===== config.mk =====
export PLATFORM = sky130hd
export DESIGN_NAME = ubpm_uart
export DESIGN_NICKNAME = d
export VERILOG_FILES = /design/src/rtl/ubpm_uart.v /design/src/rtl/ubpm_baud_gen.v
export VERILOG_INCLUDE_DIRS = /design/src /design/src/rtl
export SDC_FILE = /design/constraint.sdc
export NUM_CORES = 1
export LEC_CHECK = 0
export ABC_AREA = 1
export ABC_CLOCK_PERIOD_IN_PS = 7600
export BUFFER_PORTS_ARGS = -buffer_cell sky130_fd_sc_hd__buf_2
export CORE_ASPECT_RATIO = 1.4
export CORE_MARGIN = 4
export CORE_UTILIZATION = 60
export CTS_BUF_LIST = sky130_fd_sc_hd__clkbuf_2 sky130_fd_sc_hd__clkbuf_4 sky130_fd_sc_hd__clkbuf_8
export CTS_CLUSTER_DIAMETER = 150
export DETAILED_ROUTE_END_ITERATION = 10
export PLACE_DENSITY = 0.82
export RECOVER_POWER = 100
export SETUP_SLACK_MARGIN = 0.15
export SLEW_MARGIN = 20
export SYNTH_ARGS = -nofsm -noshare
export SYNTH_HDL_FRONTEND = slang
export SYNTH_SLANG_ARGS = --single-unit
export TNS_END_PERCENT = 10

===== constraint.sdc =====
create_clock -name sys_clk -period 7.6 [get_ports sys_clk]
set_input_delay 1.14 -clock sys_clk [delete_from_list [all_inputs] [get_ports sys_clk]]
set_output_delay 1.14 -clock sys_clk [all_outputs]
set_load 0.05 [all_outputs]

===== src/rtl/ubpm_defines.vh =====
/*
 Constants for the serial transceiver: divisor layout, frame format, reset values, timing.
 Assumes inclusion by the transceiver modules only.
*/
//
// Notes on behaviour
// [RQ1] Bit rate is clock over sixteen times divisor, shared by both directions.
// [RQ2] Divisor has integer part and four-bit fraction counted in sixteenths.
// [RQ3] Writing divisor reloads the baud counter at once; avoid mid-frame changes.
// [RQ4] Frame is 8, 7+parity, 9, or 8+parity data bits by length and parity.
// [RQ5] With parity on, transmitter inserts parity and receiver checks it.
// [RQ6] Parity select 0 means even count of ones including parity.
// [RQ7] Parity select 1 means odd count of ones including parity.
// [RQ8] Parity mismatch sets parity error flag; interrupt if its enable set.
// [RQ9] Wake method 0 is idle-line wake, 1 is address-mark wake.
// [RQ10] While muted no receive flag sets and receive interrupts are suppressed.
// [RQ11] Idle wake: idle frame unmutes, clears mute request, idle flag stays clear.
// [RQ12] Address mode: byte with top bit 1 is address, else data.
// [RQ13] Software mute request write only acts while receive-full is clear.
// [RQ14] Address mode: mismatching address byte sets mute request in hardware.
// [RQ15] Matching address unmutes, clears mute request, sets receive-full.
// [RQ16] Address compare uses low four bits of received byte.
// [RQ17] Half duplex joins receive path onto transmit pin; receive pin unused.
// [RQ18] Half duplex releases transmit line whenever no frame is sent.
// [RQ19] Software must stop both ends sending at once in half duplex.
// [RQ20] One interrupt ORs flag-enable pairs; overrun gated by receive-full enable.
// [RQ21] Only asynchronous, multiprocessor and half duplex modes are provided.
// [RQ22] Receiver shifts least significant bit first, 8 or 9 bits.
// [RQ23] Stop-bit count selects one or two stop bits.
`ifndef UBPM_DEFINES_VH
`define UBPM_DEFINES_VH
`define UBPM_DIV_W 16
`define UBPM_FRAC_W 4
`define UBPM_FRAC_LSB 0
`define UBPM_INT_LSB 4
`define UBPM_OVERSAMPLE 16
`define UBPM_DIV_RESET 16'h0000
`define UBPM_ADDR_W 4
`define UBPM_IDLE_BITS 4'hB
`define UBPM_STOP_TWO 2'h2
`endif


===== src/rtl/ubpm_uart.v =====
/*
 Serial transceiver core: transmitter, receiver, parity, mute and wake, half duplex.
 Assumes software controls as plain ports; pin input is asynchronous to sys_clk.
*/
`timescale 1ns/1ns
`include "ubpm_defines.vh"
module ubpm_uart #(
  parameter DIV_W = `UBPM_DIV_W
) (
  sys_clk,
  rst,
  baud_divisor,
  baud_divisor_wr,
  word_length_select,
  parity_enable,
  parity_select,
  stop_bit_count,
  tx_enable,
  rx_enable,
  half_duplex_enable,
  wake_method,
  node_address,
  mute_request_wr,
  mute_request_wdata,
  tx_data,
  tx_data_wr,
  rx_data_rd,
  tx_done_clr,
  overrun_clr,
  parity_error_clr,
  idle_clr,
  tx_empty_irq_en,
  tx_done_irq_en,
  rx_full_irq_en,
  idle_line_irq_en,
  parity_error_irq_en,
  rx_pin,
  tx_pin_in,
  tx_pin_out,
  tx_pin_oe,
  rx_data,
  tx_empty_flag,
  tx_done_flag,
  rx_full_flag,
  idle_line_flag,
  overrun_flag,
  parity_error_flag,
  mute_request,
  irq
);
  input sys_clk;
  input rst;
  input [DIV_W-1:0] baud_divisor;
  input baud_divisor_wr;
  input word_length_select;
  input parity_enable;
  input parity_select;
  input [1:0] stop_bit_count;
  input tx_enable;
  input rx_enable;
  input half_duplex_enable;
  input wake_method;
  input [`UBPM_ADDR_W-1:0] node_address;
  input mute_request_wr;
  input mute_request_wdata;
  input [8:0] tx_data;
  input tx_data_wr;
  input rx_data_rd;
  input tx_done_clr;
  input overrun_clr;
  input parity_error_clr;
  input idle_clr;
  input tx_empty_irq_en;
  input tx_done_irq_en;
  input rx_full_irq_en;
  input idle_line_irq_en;
  input parity_error_irq_en;
  input rx_pin;
  input tx_pin_in;
  output tx_pin_out;
  output tx_pin_oe;
  output [8:0] rx_data;
  output tx_empty_flag;
  output tx_done_flag;
  output rx_full_flag;
  output idle_line_flag;
  output overrun_flag;
  output parity_error_flag;
  output mute_request;
  output irq;
  wire sys_clk;
  wire rst;
  wire [DIV_W-1:0] baud_divisor;
  wire baud_divisor_wr;
  wire word_length_select;
  wire parity_enable;
  wire parity_select;
  wire [1:0] stop_bit_count;
  wire tx_enable;
  wire rx_enable;
  wire half_duplex_enable;
  wire wake_method;
  wire [`UBPM_ADDR_W-1:0] node_address;
  wire mute_request_wr;
  wire mute_request_wdata;
  wire [8:0] tx_data;
  wire tx_data_wr;
  wire rx_data_rd;
  wire tx_done_clr;
  wire overrun_clr;
  wire parity_error_clr;
  wire idle_clr;
  wire tx_empty_irq_en;
  wire tx_done_irq_en;
  wire rx_full_irq_en;
  wire idle_line_irq_en;
  wire parity_error_irq_en;
  wire rx_pin;
  wire tx_pin_in;
  reg tx_pin_out;
  reg tx_pin_oe;
  reg [8:0] rx_data;
  reg tx_empty_flag;
  reg tx_done_flag;
  reg rx_full_flag;
  reg idle_line_flag;
  reg overrun_flag;
  reg parity_error_flag;
  reg mute_request;
  wire irq;

  localparam ST_IDLE = 2'h0;
  localparam ST_START = 2'h1;
  localparam ST_DATA = 2'h2;
  localparam ST_STOP = 2'h3;

  // Data bits per frame, parity included
  function [3:0] frame_bits;
    input wl;
    begin
      frame_bits = wl ? 4'h9 : 4'h8; // see [RQ4]
    end
  endfunction

  // Parity over the data part of a frame
  function par_of;
    input [8:0] d;
    input wl;
    input odd;
    begin
      par_of = (wl ? ^d[7:0] : ^d[6:0]) ^ odd; // see [RQ6] [RQ7]
    end
  endfunction

  wire tick;
  ubpm_baud_gen #(.DIV_W(DIV_W)) u_baud (
    .sys_clk(sys_clk),
    .rst(rst),
    .baud_divisor(baud_divisor),
    .reload(baud_divisor_wr),
    .tick(tick)
  ); // see [RQ1]

  ////////////////////////////////////////////////////////////////////
  // Pin synchronisers; half duplex listens on the transmit pin
  reg rxa_reg;
  reg rxb_reg;
  reg txa_reg;
  reg txb_reg;
  always @(posedge sys_clk or posedge rst) begin
    if (rst) begin
      rxa_reg <= 1'b1;
      rxb_reg <= 1'b1;
      txa_reg <= 1'b1;
      txb_reg <= 1'b1;
    end else begin
      rxa_reg <= rx_pin;
      rxb_reg <= rxa_reg;
      txa_reg <= tx_pin_in;
      txb_reg <= txa_reg;
    end
  end
  wire line_in = half_duplex_enable ? txb_reg : rxb_reg; // see [RQ17]

  ////////////////////////////////////////////////////////////////////
  // Transmitter: holding word plus shifter
  reg [1:0] ts_reg;
  reg [3:0] tph_reg;
  reg [3:0] tbit_reg;
  reg [8:0] tsh_reg;
  reg [8:0] thold_reg;
  reg tstop2_reg;
  wire tbit_end = tick && (tph_reg == 4'hF);
  wire [8:0] tx_word = parity_enable ?
    (word_length_select ? {par_of(tx_data, 1'b1, parity_select), tx_data[7:0]} :
     {1'b0, par_of(tx_data, 1'b0, parity_select), tx_data[6:0]}) :
    tx_data; // see [RQ5]
  always @(posedge sys_clk or posedge rst) begin
    if (rst) begin
      ts_reg <= ST_IDLE;
      tph_reg <= 4'h0;
      tbit_reg <= 4'h0;
      tsh_reg <= 9'h1FF;
      thold_reg <= 9'h000;
      tstop2_reg <= 1'b0;
      tx_empty_flag <= 1'b1;
      tx_done_flag <= 1'b1;
      tx_pin_out <= 1'b1;
      tx_pin_oe <= 1'b1;
    end else begin
      if (tx_data_wr) begin
        thold_reg <= tx_word;
        tx_empty_flag <= 1'b0;
      end
      if (tx_done_clr || tx_data_wr) begin
        tx_done_flag <= 1'b0;
      end
      if (tick) begin
        tph_reg <= tph_reg + 4'h1;
      end
      case (ts_reg)
        ST_IDLE: begin
          tx_pin_out <= 1'b1;
          tx_pin_oe <= !half_duplex_enable; // see [RQ18]
          if (tx_enable && !tx_empty_flag && !tx_data_wr && tbit_end) begin
            tsh_reg <= thold_reg;
            tx_empty_flag <= 1'b1;
            ts_reg <= ST_START;
            tx_pin_out <= 1'b0;
            tx_pin_oe <= 1'b1;
          end
        end
        ST_START: begin
          if (tbit_end) begin
            tx_pin_out <= tsh_reg[0];
            tsh_reg <= {1'b1, tsh_reg[8:1]};
            tbit_reg <= frame_bits(word_length_select) - 4'h1;
            ts_reg <= ST_DATA;
          end
        end
        ST_DATA: begin
          if (tbit_end) begin
            if (tbit_reg == 4'h0) begin
              tx_pin_out <= 1'b1;
              tstop2_reg <= (stop_bit_count == `UBPM_STOP_TWO); // see [RQ23]
              ts_reg <= ST_STOP;
            end else begin
              tx_pin_out <= tsh_reg[0];
              tsh_reg <= {1'b1, tsh_reg[8:1]};
              tbit_reg <= tbit_reg - 4'h1;
            end
          end
        end
        default: begin
          if (tbit_end) begin
            if (tstop2_reg) begin
              tstop2_reg <= 1'b0;
            end else begin
              ts_reg <= ST_IDLE;
              if (tx_empty_flag && !tx_data_wr) begin
                tx_done_flag <= 1'b1;
              end
            end
          end
        end
      endcase
    end
  end

  ////////////////////////////////////////////////////////////////////
  // Receiver: mid-bit sampling, parity, mute and wake
  reg [1:0] rs_reg;
  reg [3:0] rph_reg;
  reg [3:0] rbit_reg;
  reg [8:0] rsh_reg;
  reg [3:0] idle_cnt_reg;
  reg idle_armed_reg;
  wire rmid = tick && (rph_reg == 4'h7);
  wire [8:0] rword = word_length_select ? rsh_reg : {1'b0, rsh_reg[8:1]}; // see [RQ22]
  wire par_bad = parity_enable &&
    ((word_length_select ? ^rword[8:0] : ^rword[7:0]) != parity_select); // see [RQ5]
  wire is_addr = word_length_select ? rword[8] : rword[7]; // see [RQ12]
  wire addr_hit = (rword[`UBPM_ADDR_W-1:0] == node_address); // see [RQ16]
  wire frame_done = (rs_reg == ST_STOP) && rmid;
  wire idle_seen = idle_armed_reg && tick && (rs_reg == ST_IDLE) &&
                   (idle_cnt_reg == `UBPM_IDLE_BITS) && (rph_reg == 4'hF);
  reg mute_set;
  reg mute_clr;
  reg deliver;
  always @* begin
    mute_set = 1'b0;
    mute_clr = 1'b0;
    deliver = 1'b0;
    if (frame_done) begin
      if (wake_method && is_addr) begin
        mute_set = !addr_hit; // see [RQ14]
        mute_clr = addr_hit; // see [RQ15]
        deliver = addr_hit;
      end else begin
        deliver = !mute_request; // see [RQ10]
      end
    end
    if (idle_seen && !wake_method && mute_request) begin
      mute_clr = 1'b1; // see [RQ9] [RQ11]
    end
  end

  always @(posedge sys_clk or posedge rst) begin
    if (rst) begin
      rs_reg <= ST_IDLE;
      rph_reg <= 4'h0;
      rbit_reg <= 4'h0;
      rsh_reg <= 9'h000;
      idle_cnt_reg <= 4'h0;
      idle_armed_reg <= 1'b0;
      rx_data <= 9'h000;
      rx_full_flag <= 1'b0;
      idle_line_flag <= 1'b0;
      overrun_flag <= 1'b0;
      parity_error_flag <= 1'b0;
      mute_request <= 1'b0;
    end else begin
      if (tick) begin
        rph_reg <= rph_reg + 4'h1;
      end
      if (rx_data_rd) begin
        rx_full_flag <= 1'b0;
      end
      if (overrun_clr) begin
        overrun_flag <= 1'b0;
      end
      if (parity_error_clr) begin
        parity_error_flag <= 1'b0;
      end
      if (idle_clr) begin
        idle_line_flag <= 1'b0;
      end
      if (mute_request_wr && !rx_full_flag) begin
        mute_request <= mute_request_wdata; // see [RQ13]
      end
      if (mute_set) begin
        mute_request <= 1'b1;
      end else if (mute_clr) begin
        mute_request <= 1'b0;
      end
      case (rs_reg)
        ST_IDLE: begin
          if (!rx_enable) begin
            idle_cnt_reg <= 4'h0;
          end else if (!line_in) begin
            rs_reg <= ST_START;
            rph_reg <= 4'h0;
            idle_cnt_reg <= 4'h0;
          end else if (tick && rph_reg == 4'hF) begin
            if (idle_cnt_reg == `UBPM_IDLE_BITS) begin
              idle_cnt_reg <= 4'h0;
              idle_armed_reg <= 1'b0;
              if (!mute_request) begin
                idle_line_flag <= 1'b1; // see [RQ11]
              end
            end else begin
              idle_cnt_reg <= idle_cnt_reg + 4'h1;
            end
          end
        end
        ST_START: begin
          if (rmid) begin
            if (line_in) begin
              rs_reg <= ST_IDLE;
            end else begin
              rbit_reg <= frame_bits(word_length_select);
              rs_reg <= ST_DATA;
            end
          end
        end
        ST_DATA: begin
          if (rmid) begin
            rsh_reg <= {line_in, rsh_reg[8:1]};
            if (rbit_reg == 4'h1) begin
              rs_reg <= ST_STOP;
            end
            rbit_reg <= rbit_reg - 4'h1;
          end
        end
        default: begin
          if (rmid) begin
            rs_reg <= ST_IDLE;
            idle_armed_reg <= 1'b1;
            if (deliver) begin
              if (rx_full_flag && !rx_data_rd) begin
                overrun_flag <= 1'b1;
              end else begin
                rx_data <= parity_enable ?
                  (word_length_select ? {1'b0, rword[7:0]} : {2'b00, rword[6:0]}) :
                  rword;
                rx_full_flag <= 1'b1;
              end
              if (par_bad) begin
                parity_error_flag <= 1'b1; // see [RQ8]
              end
            end
          end
        end
      endcase
    end
  end

  assign irq = (tx_empty_flag && tx_empty_irq_en) ||
               (tx_done_flag && tx_done_irq_en) ||
               ((rx_full_flag || overrun_flag) && rx_full_irq_en) ||
               (idle_line_flag && idle_line_irq_en) ||
               (parity_error_flag && parity_error_irq_en); // see [RQ20] [RQ21]
endmodule // ubpm_uart


===== src/rtl/ubpm_baud_gen.v =====
/*
 Fractional divider giving one pulse per sixteenth of a bit.
 Assumes divisor is stable except for deliberate reloads.
*/
`timescale 1ns/1ns
`include "ubpm_defines.vh"
module ubpm_baud_gen #(
  parameter DIV_W = `UBPM_DIV_W
) (
  sys_clk,
  rst,
  baud_divisor,
  reload,
  tick
);
  input sys_clk;
  input rst;
  input [DIV_W-1:0] baud_divisor;
  input reload;
  output tick;
  wire sys_clk;
  wire rst;
  wire [DIV_W-1:0] baud_divisor;
  wire reload;
  reg tick;
  reg [DIV_W-1:0] cnt_reg;
  reg [DIV_W-1:0] cnt_next;
  reg [3:0] frac_acc_reg;
  reg [4:0] frac_sum;
  wire [DIV_W-5:0] div_int = baud_divisor[DIV_W-1:`UBPM_INT_LSB];
  wire [3:0] div_frac = baud_divisor[`UBPM_INT_LSB-1:`UBPM_FRAC_LSB];

  ////////////////////////////////////////////////////////////////////
  // Each tick lasts int or int+1 clocks so the mean is int+frac/16
  always @* begin
    frac_sum = {1'b0, frac_acc_reg} + {1'b0, div_frac};
    cnt_next = {4'h0, div_int} - {{(DIV_W-1){1'b0}}, 1'b1} +
               {{(DIV_W-1){1'b0}}, frac_sum[4]};
  end

  always @(posedge sys_clk or posedge rst) begin
    if (rst) begin
      cnt_reg <= {DIV_W{1'b0}};
      frac_acc_reg <= 4'h0;
      tick <= 1'b0;
    end else if (reload) begin // see [RQ3]
      cnt_reg <= {4'h0, div_int};
      frac_acc_reg <= 4'h0;
      tick <= 1'b0;
    end else if (div_int == {(DIV_W-4){1'b0}}) begin
      tick <= 1'b0;
    end else if (cnt_reg == {DIV_W{1'b0}}) begin // see [RQ1] [RQ2]
      cnt_reg <= cnt_next;
      frac_acc_reg <= frac_sum[3:0];
      tick <= 1'b1;
    end else begin
      cnt_reg <= cnt_reg - {{(DIV_W-1){1'b0}}, 1'b1};
      tick <= 1'b0;
    end
  end
endmodule // ubpm_baud_gen


After elaboration in Yosys (flattened, before gate mapping)
Cells that the tools add are included.
{"block": "classes", "addsub": 10, "eq_ne": 30, "n_mux": 110, "bitwise_logic": 6, "reduce_logical": 69}
{"operator": "9-bit 2-to-1 mux", "n": 8}
{"operator": "4-bit 2-to-1 mux", "n": 17}
{"operator": "1-bit 2-to-1 mux", "n": 60}
{"operator": "16-bit 2-to-1 mux", "n": 3}
{"operator": "9-bit one-hot mux with 3 select lines", "n": 1}
{"operator": "2-bit 2-to-1 mux", "n": 13}
{"operator": "2-bit inequality test, second input constant", "n": 13}
{"operator": "1-bit logical AND", "n": 23}
{"operator": "6-bit AND reduction", "n": 3}
{"operator": "16-bit by 1-bit adder with 16-bit output", "n": 1}
{"operator": "16-bit logical NOT", "n": 1}
{"operator": "4-bit one-hot mux with 2 select lines", "n": 2}
{"operator": "8-bit XOR reduction", "n": 2}
{"operator": "16-bit by 1-bit subtractor with 16-bit output, second input constant", "n": 1}
{"operator": "12-bit by 1-bit subtractor with 13-bit output, second input constant", "n": 1}
{"operator": "4-bit by 1-bit adder with 4-bit output, second input constant", "n": 3}
{"operator": "4-bit == test, second input constant", "n": 3}
{"operator": "12-bit logical NOT", "n": 1}
{"operator": "2-bit one-hot mux with 3 select lines", "n": 2}
{"operator": "4-bit AND reduction", "n": 3}
{"operator": "4-bit by 1-bit subtractor with 4-bit output, second input constant", "n": 3}
{"operator": "2-bit nonzero test", "n": 5}
{"operator": "9-bit XOR reduction", "n": 1}
{"operator": "2-bit == test, second input constant", "n": 4}
{"operator": "other kinds (25)", "n": 51}
{"block": "totals", "register_bits": 96, "input_bits": 56, "output_inout_bits": 19, "word_cells": 254}

Longest topological paths before layout
{"block": "logic_depth", "depth_word": 9, "depth_mapped": 17, "depth_no_buf": 17}

Modules after synthesis
Synthesis repeated with hierarchy kept, for this count alone.
{"block": "hier_totals", "cells_unflattened": 868, "hier_area_um2": 6249.7}
{"module": "ubpm_uart", "n_inst": 1, "cells_per_inst": 548, "area_each_um2": 4191.5, "seq_area_each_um2": 1898.1}
{"module": "ubpm_baud_gen", "n_inst": 1, "cells_per_inst": 320, "area_each_um2": 2058.2, "seq_area_each_um2": 525.5}

Worst setup path before layout
Ideal clock, no wire load.
{"block": "synth_timing", "kind": "in2reg", "start": "in baud_divisor[0]", "end": "reg u_baud.cnt_reg[10]", "setup_ns": 0.065, "arrival_time_ns": 3.040, "t_required_ns": 7.535, "slack_ns": 4.495, "cell_stages": 17, "n_path_buf": 0, "path_cell_list": "ha_1 fa_1 a21oi_1 o21bai_1 ha_1 ha_1 inv_1 nor2_2 nand3_1 nor2_2 nand2_1 nor2_4 nand2_1 nand2_1 o21ai_1 nand2_1 nand2_1"}
{"block": "synth_via", "elab_chain_cells": 5}
{"element": "start, declared", "line_no": "ubpm_uart.v:93", "rtl": "wire [DIV_W-1:0] baud_divisor;"}
{"element": "4-bit by 4-bit adder with 5-bit output", "line_no": "ubpm_baud_gen.v:36", "rtl": "frac_sum = {1'b0, frac_acc_reg} + {1'b0, div_frac};"}
{"element": "16-bit by 1-bit adder with 16-bit output", "line_no": "ubpm_baud_gen.v:37", "rtl": "cnt_next = {4'h0, div_int} - {{(DIV_W-1){1'b0}}, 1'b1} +"}
{"element": "16-bit 2-to-1 mux", "line_no": "ubpm_baud_gen.v:52", "rtl": "end else if (cnt_reg == {DIV_W{1'b0}}) begin"}
{"element": "16-bit 2-to-1 mux", "line_no": "ubpm_baud_gen.v:50", "rtl": "end else if (div_int == {(DIV_W-4){1'b0}}) begin"}
{"element": "16-bit 2-to-1 mux", "line_no": "ubpm_baud_gen.v:46", "rtl": "end else if (reload) begin"}
{"element": "end signal, assigned", "line_no": "ubpm_baud_gen.v:47", "rtl": "cnt_reg <= {4'h0, div_int};"}
{"element": "end signal, assigned", "line_no": "ubpm_baud_gen.v:53", "rtl": "cnt_reg <= cnt_next;"}
{"element": "end signal, assigned", "line_no": "ubpm_baud_gen.v:57", "rtl": "cnt_reg <= cnt_reg - {{(DIV_W-1){1'b0}}, 1'b1};"}
{"element": "end, declared", "line_no": "ubpm_baud_gen.v:26", "rtl": "reg [DIV_W-1:0] cnt_reg;"}
No other way between the ends. The select of a mux whose other input is x is not followed.
A chain may end at the register's enable or synchronous reset.

Worst setup path after layout
{"block": "layout_timing", "start": "in word_length_select", "end": "reg rx_data[1]"}
{"block": "layout_via", "elab_chain_cells": 6, "elab_cells_between_ends": 9, "classes_between": "1 x eq/ne; 6 x mux; 2 x reduce/logical"}
{"element": "start, declared", "line_no": "ubpm_uart.v:95", "rtl": "wire word_length_select;"}
{"element": "9-bit 2-to-1 mux", "line_no": "ubpm_uart.v:279", "rtl": "wire [8:0] rword = word_length_select ? rsh_reg : {1'b0, rsh_reg[8:1]};"}
{"element": "1-bit 2-to-1 mux", "line_no": "ubpm_uart.v:282", "rtl": "wire is_addr = word_length_select ? rword[8] : rword[7];"}
{"element": "1-bit logical AND", "line_no": "ubpm_uart.v:295", "rtl": "if (wake_method && is_addr) begin"}
{"element": "1-bit 2-to-1 mux", "line_no": "ubpm_uart.v:295"}
{"element": "1-bit 2-to-1 mux", "line_no": "ubpm_uart.v:294", "rtl": "if (frame_done) begin"}
{"element": "4-bit AND reduction (no line)"}
{"element": "end signal, assigned", "line_no": "ubpm_uart.v:393", "rtl": "rx_data <= parity_enable ?"}
{"element": "end, declared", "line_no": "ubpm_uart.v:122", "rtl": "reg [8:0] rx_data;"}
Parallel ways exist; a longest one is shown, timed or not.

==> metrics.txt <==
status=finished with violations; failing checks=max-capacitance violations, max-slew violations; area fraction of the dominant cell type after synthesis=32.8%; register area share after synthesis=around two fifths; max cap viols=1; top cells by count, synth=219 x nand2_1, 102 x inv_1, 79 x dfrtp_1; initial core utilization=61.2%; Final Hold Fails=0; Synth Warn #=0; port bufs=74; root buffer selected by CTS=clkbuf_8; final antenna-violating net count=0; crit share post-route=a little under half; Final Skew=between 0.009 and 0.01 ns; H-tree depth=3; clk slew on worst S/H paths=roughly 0.09 ns; die area=0.0117 mm^2; Ant. Diodes=0; RSZ-0062 raised after global routing=false; CP max FO=22; worst vdd ir=between 0.09 and 0.1 mV; Worst Hold Class=flip-flop to flip-flop; clock latency at the later pin of the worst-skew pair=0.37 ns; final WL=between 10000 and 15000 um; number of global-route vias before repair=5584; first-pass detailed-route iteration total=5; initial DRC count=about 330; R2R depth=17; Synth Area per Inst=7.55 um^2; pwr/cell area=159 mW/mm^2; Worst Path Required=just under 8 ns; Post-synth ARST share=100%; syn nets=between 800 and 900; CP arrival=3.83 ns; Longest Clk Path Bufs=2; wire length of the first global-routing pass=approximately 24000 um; Final Max Tran Viols=43; top_reg_cell synth=dfrtp_1; Sink Count=96; Total GRT Usage=24.6%; setup TNS=0 ns; Die H=127 um; drc violations=0; most common cell in the synthesized netlist=nand2_1; Worst Tran Pin Value=approximately 1.9 ns; post-layout minimum cycle time=~3.5 ns; # hold bufs at CTS=0; Placeable Area=around 0.01 mm^2; number of synthesized flops with an enable pin=0; fmax=0.284 GHz; Leak=between 0.003 and 0.004 uW; Slew HR=-24.7%; CTS tree=built; startpoint types=input port; via count=5507; number of distinct library cells after synthesis=45; Final setup viols=0; # nets final=between 900 and 1000; Chip Width=approximately 93 um; mapped cell area=~0.0060 mm^2; Gate Count Post-Synth=between 700 and 800; initial antenna violation count=0; Crit. End Element=flip-flop; Largest register FFs=16; post-CTS setup buffer count=0; post-synth top area cell=dfrtp_1; CP Class=input port to flip-flop; hold path depth=0; IO Pins=75; Power Total=1060 uW; non-filler cells, final=1010; drt wl/cell=around 14 um; share of cells above drive strength 1=11.9%; #FFs+latches synth=96; top cells by area, synth=dfrtp_1 33%, nand2_1 14%, dfstp_2 7.4%; Post-Route Utilization=around two thirds; P&R area growth vs syn=10.1%; DR vias/cell=approximately 5.5; Placed Cells=994; HPWL after detailed placement=about 11000 um; GRT overflow=0; largest net degree at the start of global routing=56; CTS Buf Count=9; GP Congestion=0.920; final hold slack=between 0.3 and 0.4 ns; CTS resizes=0; Rows=between 40 and 50
-- cell usage in the layout (no fill, tap or decap), types with 2 or more instances in the layout --
cell,netlist,final
o21ai_1,5,5
a21oi_1,23,23
a31oi_1,9,9
o31ai_1,4,4
o21ai_0,59,60
xor2_1,26,26
clkinv_2,0,2
o21ai_2,5,4
o221ai_1,5,5
nor2_1,75,82
bufinv_16,0,2
nand3b_1,4,4
nand2_2,4,3
nand4_1,16,16
xor2_2,2,2
o22ai_1,2,2
nand3_1,44,45
ha_1,23,23
buf_2,0,51
inv_1,102,104
or2_2,3,3
xnor2_1,15,15
dfrtp_1,79,79
nor2_2,7,2
dfstp_2,17,17
nand2_1,219,220
clkbuf_1,7,23
nor3_1,6,6
clkbuf_8,0,10
o211ai_1,8,8
o21bai_1,2,2
-- critical path, stage by stage --
cell and delay (ns):
clkbuf_1 0.83, o21ai_0 0.48, xor2_1 0.25, nor2_1 0.13, nand3_1 0.14, nand2_1 0.12
nand3_1 0.30, inv_1 0.28, nand2_1 0.08, nand2_1 0.07
-- area by class of cell --
| type | instances | area, um^2 |
|---|---|---|
| timing repair buffer | 75 | 349 |
| clock inverter | 5 | 78.8 |
| clock buffer | 11 | 145 |
| inverter | 106 | 399 |
| tap | 135 | 169 |
| sequential | 96 | 2420 |
| multi-input combinational | 582 | 3070 |
| fill | 843 | 3210 |
-- worst paths after layout --
path / endpoint / startpoint / slack (ns)
worst max-delay path: rx_data[1] / word_length_select / 4.08
max in group asynchronous: idle_cnt_reg[1] / rst / 4.97
min in group asynchronous: tph_reg[3] / rst / 1.23
worst min register to register: txb_reg / txa_reg / 0.36
worst min-delay path: txb_reg / txa_reg / 0.36
worst max register to register: u_baud.cnt_reg[12] / u_baud.frac_acc_reg[0] / 4.79
-- report_power, final --
part | total, uW | switching (uW) | internal [uW]
Clock | 374 | 176 | 198
Combinational | 143 | 93.5 | 49.1
Sequential | 542 | 13.4 | 529
Total | 1060 | 283 | 776
-- metrics by stage --
| stage | worst slack (ns) | instance area (um^2) |
|---|---|---|
| after floorplan | 3.98 | 6030 |
| after global placement | 4.21 | 6480 |
| after detailed placement | 4.13 | 6480 |
| after CTS | 4.52 | 6710 |
| after global routing | 3.74 | 6640 |
| final | 4.08 | 6640 |
-- metal layers --
metal	track usage, %	share of wire [%]
met1	26.2	39
met2	45.3	52
met3	3.86	4.5
met4	14.0	4.1
met5	0	0
-- cell families after synthesis --
logic type	after synthesis	synth area share [%]
simple gates	386	27.3
xor+xnor	43	6.50
flops	96	40.2
buf+inv	120	8.16
compound gates	128	12.5
fa+ha+maj	24	5.11
mux	1	0.187
No activity file was read; power rests on OpenSTA's default activity.
